**src/pbc_pkg.sv**
```systemverilog
/*
 * pbc_pkg: constants and carrier types for the PHY basic control register bank.
 * Assumes a single 125 MHz management clock and synchronous active-low reset.
 */
`default_nettype none
package pbc_pkg;
	// ==========================================================
	// register indexes
	localparam logic [4:0] PBC_IDX_BCTL   = 5'h00;
	localparam logic [4:0] PBC_IDX_BSTAT  = 5'h01;
	localparam logic [4:0] PBC_IDX_ID1    = 5'h02;
	localparam logic [4:0] PBC_IDX_ID2    = 5'h03;
	localparam logic [4:0] PBC_IDX_ANADV  = 5'h04;
	localparam logic [4:0] PBC_IDX_ANLPA  = 5'h05;
	localparam logic [4:0] PBC_IDX_ANEXP  = 5'h06;
	localparam logic [4:0] PBC_IDX_EDTIME = 5'h10;
	localparam logic [4:0] PBC_IDX_MODE   = 5'h11;
	localparam logic [4:0] PBC_IDX_SPMODE = 5'h12;
	localparam logic [4:0] PBC_IDX_SYMERR = 5'h1A;
	localparam logic [4:0] PBC_IDX_SPIND  = 5'h1B;
	localparam logic [4:0] PBC_IDX_ISRC   = 5'h1D;
	localparam logic [4:0] PBC_IDX_IMASK  = 5'h1E;
	localparam logic [4:0] PBC_IDX_SPCTL  = 5'h1F;
	// ==========================================================
	// basic control field positions
	localparam int PBC_B_RESET   = 15;
	localparam int PBC_B_LOOP    = 14;
	localparam int PBC_B_SPEED   = 13;
	localparam int PBC_B_ANEN    = 12;
	localparam int PBC_B_PDOWN   = 11;
	localparam int PBC_B_ANRST   = 9;
	localparam int PBC_B_DUPLEX  = 8;
	localparam int PBC_B_COLTEST = 7;
	localparam logic [15:0] PBC_BCTL_WMASK = 16'hFB80;
	// ==========================================================
	// reset values and timing
	localparam logic PBC_RST_SPEED = 1'b1;
	localparam logic PBC_RST_ANEN  = 1'b1;
	localparam int   PBC_SRST_NS   = 400;
	localparam int   PBC_CLK_NS    = 8;
	localparam int   PBC_SRST_CYC  = (PBC_SRST_NS + PBC_CLK_NS - 1) / PBC_CLK_NS;
	// ==========================================================
	// carriers
	typedef struct packed {
		logic       rd;
		logic       wr;
		logic [4:0] idx;
		logic [15:0] wdata;
	} pbc_req_t;
	typedef struct packed {
		logic loopback;
		logic speed100;
		logic an_en;
		logic pdown;
		logic full_dup;
		logic col_test;
	} pbc_mode_t;
endpackage : pbc_pkg
`default_nettype wire

```
**src/pbc_regs.sv**
```systemverilog
/*
 * pbc_regs: PHY management register bank, basic control register in full.
 * Assumes MAC-side management logic issues one-cycle indexed rd/wr strobes;
 * other mapped registers live elsewhere and are supplied on other_rdata_in.
 */
// Notes on behaviour
// The bank is reached only by index through the management request port, never by memory address.
// Indexes 0-6, 16, 17, 18, 26, 27, 29, 30 and 31 are decoded as mapped registers.
// Fields kept across soft reset hold only across the soft reset, not across chip reset.
// Writing 1 to bit 15 starts a soft reset and the bit clears itself when done; default 0.
// The manager writes all other control bits as zero when setting the soft reset bit.
// After soft reset the PHY is in normal mode with loopback and power down off.
// Bit 14 selects loopback when 1; reset 0.
// Bit 13 selects 100 Mbps when 1, reset 1, and is ignored while auto-negotiation is on.
// Bit 12 enables auto-negotiation, reset 1, and the negotiated result then overrides bits 13 and 8.
// Bit 11 selects power down when 1; reset 0.
// The manager clears auto-negotiation enable in an earlier write before setting power down.
// Writing 1 to bit 9 restarts auto-negotiation; the bit self-clears and reads 0 normally.
// Bit 8 selects full duplex when 1, reset 0, and applies only with auto-negotiation off.
// Bit 7 enables the collision test when 1; reset 0.
// Reserved bits 10 and 6:0 read zero and ignore writes.
// Unmapped indexes read zero and ignore writes.
`default_nettype none
module pbc_regs
	import pbc_pkg::*;
#(
	parameter int SRST_CYC = PBC_SRST_CYC
) (
	input  wire logic      clk_in,         // 125 MHz management clock
	input  wire logic      rstn_in,        // chip reset, sync, active low
	input  wire pbc_req_t  req_in,         // indexed read/write request
	input  wire logic [15:0] other_rdata_in, // read data of other mapped indexes
	input  wire logic      an_done_in,     // negotiation result valid
	input  wire logic      an_speed100_in, // negotiated 100 Mbps
	input  wire logic      an_full_in,     // negotiated full duplex
	output logic [15:0]    rdata_out,      // read data
	output logic           rvalid_out,     // read data valid pulse
	output pbc_mode_t      mode_out,       // effective operating mode
	output logic           an_restart_out, // restart negotiation pulse
	output logic           soft_rst_out    // soft reset in progress
);
	localparam int CW = $clog2(SRST_CYC + 1);

	typedef struct packed {
		logic        srst;
		logic [CW-1:0] cnt;
		logic        loop;
		logic        speed;
		logic        anen;
		logic        pdown;
		logic        anrst;
		logic        dup;
		logic        col;
		logic [15:0] rdata;
		logic        rvalid;
		pbc_mode_t   mode;
	} pbc_state_t;

	pbc_state_t st_r;
	pbc_state_t st_nxt;
	logic       mapped;
	logic       is_bctl;
	logic [15:0] bctl_view;

	// ==========================================================
	// index decode
	pbc_idx_dec u_dec (
		.idx_in     (req_in.idx),
		.mapped_out (mapped),
		.bctl_out   (is_bctl)
	);

	always_comb begin
		bctl_view = 16'h0000;
		bctl_view[PBC_B_RESET]   = st_r.srst;
		bctl_view[PBC_B_LOOP]    = st_r.loop;
		bctl_view[PBC_B_SPEED]   = st_r.speed;
		bctl_view[PBC_B_ANEN]    = st_r.anen;
		bctl_view[PBC_B_PDOWN]   = st_r.pdown;
		bctl_view[PBC_B_ANRST]   = st_r.anrst;
		bctl_view[PBC_B_DUPLEX]  = st_r.dup;
		bctl_view[PBC_B_COLTEST] = st_r.col;
	end

	// ==========================================================
	// next state
	always_comb begin
		st_nxt        = st_r;
		st_nxt.rvalid = 1'b0;
		st_nxt.anrst  = 1'b0;
		if (req_in.rd) begin
			st_nxt.rvalid = 1'b1;
			if (!mapped)
				st_nxt.rdata = 16'h0000;
			else if (is_bctl)
				st_nxt.rdata = bctl_view;
			else
				st_nxt.rdata = other_rdata_in;
		end
		if (st_r.srst) begin
			// no kept_across_soft_reset fields in this register: all return to defaults
			if (st_r.cnt == CW'(SRST_CYC - 1)) begin
				st_nxt.srst  = 1'b0;
				st_nxt.cnt   = '0;
				st_nxt.loop  = 1'b0;
				st_nxt.pdown = 1'b0;
				st_nxt.speed = PBC_RST_SPEED;
				st_nxt.anen  = PBC_RST_ANEN;
				st_nxt.dup   = 1'b0;
				st_nxt.col   = 1'b0;
			end else begin
				st_nxt.cnt = st_r.cnt + CW'(1);
			end
		end else if (req_in.wr && is_bctl) begin
			// writes during soft reset are dropped; manager zeroes others with reset bit
			if (req_in.wdata[PBC_B_RESET]) begin
				st_nxt.srst = 1'b1;
				st_nxt.cnt  = '0;
			end else begin
				st_nxt.loop  = req_in.wdata[PBC_B_LOOP];
				st_nxt.speed = req_in.wdata[PBC_B_SPEED];
				st_nxt.anen  = req_in.wdata[PBC_B_ANEN];
				st_nxt.pdown = req_in.wdata[PBC_B_PDOWN];
				st_nxt.dup   = req_in.wdata[PBC_B_DUPLEX];
				st_nxt.col   = req_in.wdata[PBC_B_COLTEST];
				st_nxt.anrst = req_in.wdata[PBC_B_ANRST];
			end
		end
		// effective mode: negotiated result wins while enabled and valid; last speed and duplex held while enabled and not valid
		st_nxt.mode.loopback = st_nxt.loop;
		st_nxt.mode.pdown    = st_nxt.pdown;
		st_nxt.mode.col_test = st_nxt.col;
		st_nxt.mode.an_en    = st_nxt.anen;
		st_nxt.mode.speed100 = st_nxt.anen ? an_speed100_in : st_nxt.speed;
		st_nxt.mode.full_dup = st_nxt.anen ? an_full_in : st_nxt.dup;
		if (st_nxt.anen && !an_done_in) begin
			st_nxt.mode.speed100 = st_r.mode.speed100;
			st_nxt.mode.full_dup = st_r.mode.full_dup;
		end
	end

	// ==========================================================
	// registers
	always_ff @(posedge clk_in) begin
		if (!rstn_in) begin
			st_r       <= '0;
			st_r.speed <= PBC_RST_SPEED;
			st_r.anen  <= PBC_RST_ANEN;
			st_r.mode.an_en    <= PBC_RST_ANEN;
			st_r.mode.speed100 <= PBC_RST_SPEED;
		end else begin
			st_r <= st_nxt;
		end
	end

	assign rdata_out      = st_r.rdata;
	assign rvalid_out     = st_r.rvalid;
	assign mode_out       = st_r.mode;
	assign an_restart_out = st_r.anrst;
	assign soft_rst_out   = st_r.srst;
endmodule : pbc_regs
`default_nettype wire

```
**src/pbc_idx_dec.sv**
```systemverilog
/*
 * pbc_idx_dec: decodes a register index into mapped/control hits.
 * Assumes indexes are stable while the request strobe is high.
 */
`default_nettype none
module pbc_idx_dec
	import pbc_pkg::*;
(
	input  wire logic [4:0] idx_in,    // register index
	output logic            mapped_out, // index is in the map
	output logic            bctl_out    // index selects basic control
);
	// ==========================================================
	// decode
	function automatic logic pbc_is_mapped(input logic [4:0] i);
		unique case (i)
			PBC_IDX_BCTL, PBC_IDX_BSTAT, PBC_IDX_ID1, PBC_IDX_ID2,
			PBC_IDX_ANADV, PBC_IDX_ANLPA, PBC_IDX_ANEXP, PBC_IDX_EDTIME,
			PBC_IDX_MODE, PBC_IDX_SPMODE, PBC_IDX_SYMERR, PBC_IDX_SPIND,
			PBC_IDX_ISRC, PBC_IDX_IMASK, PBC_IDX_SPCTL: pbc_is_mapped = 1'b1;
			default: pbc_is_mapped = 1'b0;
		endcase
	endfunction : pbc_is_mapped

	assign mapped_out = pbc_is_mapped(idx_in);
	assign bctl_out   = (idx_in == PBC_IDX_BCTL);
endmodule : pbc_idx_dec
`default_nettype wire

```
**config.mk**
```make
export PLATFORM = sky130hd
export DESIGN_NAME = pbc_regs
export DESIGN_NICKNAME = d
export VERILOG_FILES = /design/src/pbc_pkg.sv /design/src/pbc_regs.sv /design/src/pbc_idx_dec.sv
export SDC_FILE = /design/constraint.sdc
export NUM_CORES = 1
export LEC_CHECK = 0
export BUFFER_PORTS_ARGS = -buffer_cell sky130_fd_sc_hd__buf_2
export CAP_MARGIN = 40
export CORE_ASPECT_RATIO = 1.75
export CORE_MARGIN = 5
export CORE_UTILIZATION = 47
export DETAILED_ROUTE_END_ITERATION = 8
export HOLD_SLACK_MARGIN = 0.02
export PLACE_DENSITY_LB_ADDON = 0.15
export SLEW_MARGIN = 30
export SYNTH_ARGS = -nofsm -noshare
export SYNTH_HDL_FRONTEND = slang
export SYNTH_SLANG_ARGS = --single-unit
```
**constraint.sdc**
```tcl
create_clock -name clk_in -period 1.9 [get_ports clk_in]
set_input_delay 0.095 -clock clk_in [delete_from_list [all_inputs] [get_ports clk_in]]
set_output_delay 0.095 -clock clk_in [all_outputs]
set_load 0.02 [all_outputs]
```
==> results.yml <==
yosys:
  synth_seq_area_share_pct: 40.7
  synth_enable_flop_cells: 0
  ys_ff_latch: 33
  synth_compound_area_share_pct: 21.0
  synth_top_family_by_area: "compound AO/OA/AOI/OAI gates"
  synthMuxAreaShare_pct: 5.55
  yosys.area.top_type: "dfxtp_1"
  syn_nets: 219
  yosysUniqueCellTypes: 38
  netlist_top_cells_area: "dfxtp_1 41%, buf_4 10%, mux2i_1 5.6%"
  synth_top_cell_area_share_pct: 40.7
  yosys_most_used_dff: "dfxtp_1"
  synthArstFlopShare_pct: 0
  synth-simple-area-share_pct: 18.7
  synthXorXnorAreaFrac_pct: 0
  avgSynthCellArea_um2: 9.38
  synth_area_um2: 1620
  netlist_instances: 173
  ys_warn_count: 0
  yosys.area_share.adder_pct: 2.16
routing:
  drc_errors: 0
  wl_per_cell_um: 14.1
  vias_per_cell: 5.24
  drt-initial-drc-count: 29
  routed_wl_um: 3700
  vias: 1378
  drt-pass1-iter-count: 4
  ant_nets: 0
pwr:
  power.total_uw: 1380
  switchingPower_uw: 338
  power_frac_clock_pct: 35.6
  ir_drop_uv: 527
  p_int_uw: 1040
  power.leakage_uw: 0.000936
  power.density_nw_per_um2: 722
  switching_share_pct: 24.6
  combPwrFrac_pct: 11.9
  seqPwrFrac_pct: 52.5
worst_setup_path:
  ff2ff_setup_slack_ns: 0.30
  critPathMaxFanout: 5
  crit_arrival_ns: 1.76
  timing.rr.end: "mode_out[1]"
  worst_setup_path_start_kind: "register"
  endpoint_kind: "register"
  reg2regPathDepth: 5
  r2r_start: "st_r[34]"
  worst_ep_required_time_ns: 2.06
  crit_type: "register to register"
placement:
  dp_cells: 254
  gp_congestion: 0.814
  placed_cell_area_um2: 1810
  hpwl_um: 2960
  io_buffer_count: 60
floorplan:
  die_x_um: 54.4
  dieArea_um2: 4770
  coreArea_um2: 3360
  ioPinCount: 69
  rows: 28
  start_util_pct: 48.3
  die_y_um: 87.7
min_path:
  hp-start: "other_rdata_in[2]"
  hp-class: "input port to register"
  hold_path_end: "rdata_out[2]"
  hold_depth: 2
global_route:
  grt_max_degree: 19
  grt_pass1_vias: 1418
  globalRouteOverflowTotal: 0
  antenna_found_initial: 0
  track_usage_pct: 17.5
  grt_pass1_wl_um: 6130
layout:
  diodes: 0
  finalNetCount: 263
  final.fill_count: 339
  layoutNonFillerInstCount: 263
  area.growth.synth_to_final_pct: 17.5
  design_area_um2: 1910
  drive_gt1_share_pct: 36.2
clock_tree:
  clk_pin_slew_worst_paths_ns: 0.06
  cts_tree: "built"
  cts_setup_buffers: 0
  clk_path_buf_depth: 2
  numCtsBuffers: 5
  clock_latency_ns: 0.28
  post_cts_resized: 0
  clock-sinks: 33
  cts.htree.levels: 2
  cts_root_buffer: "clkbuf_8"
sta:
  setup-violations-final: 0
  finalSetupTns_ns: 0
  clock.fmax_mhz: 624
  min_period_over_period_pct: 84.4
  period_minus_slack_ns: 1.60
  worst_pin_slew_ns: 0.457
  rsz0062_at_grt: "no"
  hold_viol: 0
  slew_viol_final: 0
  max_slew_margin_pct: 69.5
  clock_skew_ns: 0.00353
status:
  status: "finished clean"
job:
  max_cap_violations: 0
[state kept, by name, summed over array words and instances (netlist names)]
register,cells
rvalid_out,1
rdata_out,16
an_restart_out,1
soft_rst_out,1
bctl_view,2
st_r,6
mode_out,6
[layer usage]
layer	GRT usage, %	wire length (µm)	share of wire, %	vias to the layer above
met3	5.11	229	6.2	10
met4	8.39	102	2.8	0
met5	0	0	0	-
li1	-	-	-	697
met1	16.9	1350	36	633
met2	32.0	2020	55	38
[worst max-delay path, cell delays in order, from the launching register on]
cell and delay, ns:
dfxtp_1 0.38, nor4bb_2 0.37, and3_1 0.26, nor3_2 0.09
a2111oi_4 0.31, nor3_1 0.08
[cell type report]
cell class | count | area [µm²] | share of cell area [%]
clock buffer | 6 | 72.6 | 3.81
clock inverter | 2 | 10.0 | 0.525
inverter | 3 | 11.3 | 0.591
multi-input combinational | 111 | 771 | 40.4
sequential | 33 | 661 | 34.6
tap | 45 | 56.3 | 2.95
timing repair buffer | 63 | 325 | 17.1
[stage by stage]
| step | utilization (%) | hold WS, ns | worst slack, ns |
|---|---|---|---|
| 2_1_floorplan | - | 0.221 | 0.438 |
| 3_3_place_gp | 53.9 | 0.305 | 0.340 |
| 3_5_place_dp | 53.9 | 0.311 | 0.302 |
| 4_1_cts | 56.7 | 0.0219 | 0.290 |
| 5_1_grt | 56.7 | 0.0235 | 0.207 |
| 6_report | 56.7 | 0.0284 | 0.297 |
[how the worst max path moves through the flow]
| stage | from | cells past startpoint | slack [ns] | end |
|---|---|---|---|---|
| 6_report | st_r[34] | 5 | 0.30 | mode_out[1] |
| 5_1_grt | st_r[34] | 5 | 0.21 | mode_out[1] |
| 4_1_cts | st_r[34] | 5 | 0.29 | mode_out[1] |
| 3_5_place_dp | st_r[34] | 5 | 0.30 | mode_out[1] |
| 3_3_place_gp | st_r[34] | 5 | 0.34 | mode_out[1] |
| 2_1_floorplan | st_r[34] | 5 | 0.44 | mode_out[1] |
[placed cells by master (no fill, tap or decap), types with 5 or more instances in the layout]
master and n:
a22o_1 8, and3_1 6, buf_2 60, clkbuf_8 5, dfxtp_1 33, mux2i_1 9, nand2_1 17, nor2_1 6
nor2b_1 6, o21ai_0 14
[kinds of logic after synthesis]
kind of cell,count (synthesis)
simple gates,54
compound gates,45
flops,33
buf+inv,29
mux,9
fa+ha+maj,3
[synth_stat cells (all sizes together), types with 3 or more instances]
library cell  count
a22o              8
a22oi             4
a31oi             3
a41o              3
and2              4
and3              6
buf              22
clkbuf            4
dfxtp            33
inv               3
mux2i             9
nand2            18
nor2              6
nor2b             6
nor3              6
o21ai            14
[timing repair]
action,CTS,global route
hold buffers,1,0
endpoints found under the setup margin,0,0
hold endpoints to repair,1,0
[power groups by stage]
stage / combinational [µW] / clock (µW) / sequential [µW]
floorplan: 108 / 0 / 738
detailed placement: 165 / 0 / 738
global route: 182 / 540 / 724
global placement: 160 / 0 / 737
finish: 164 / 490 / 723
CTS: 167 / 505 / 723
Note: power is estimated with default switching activity, not from simulation.
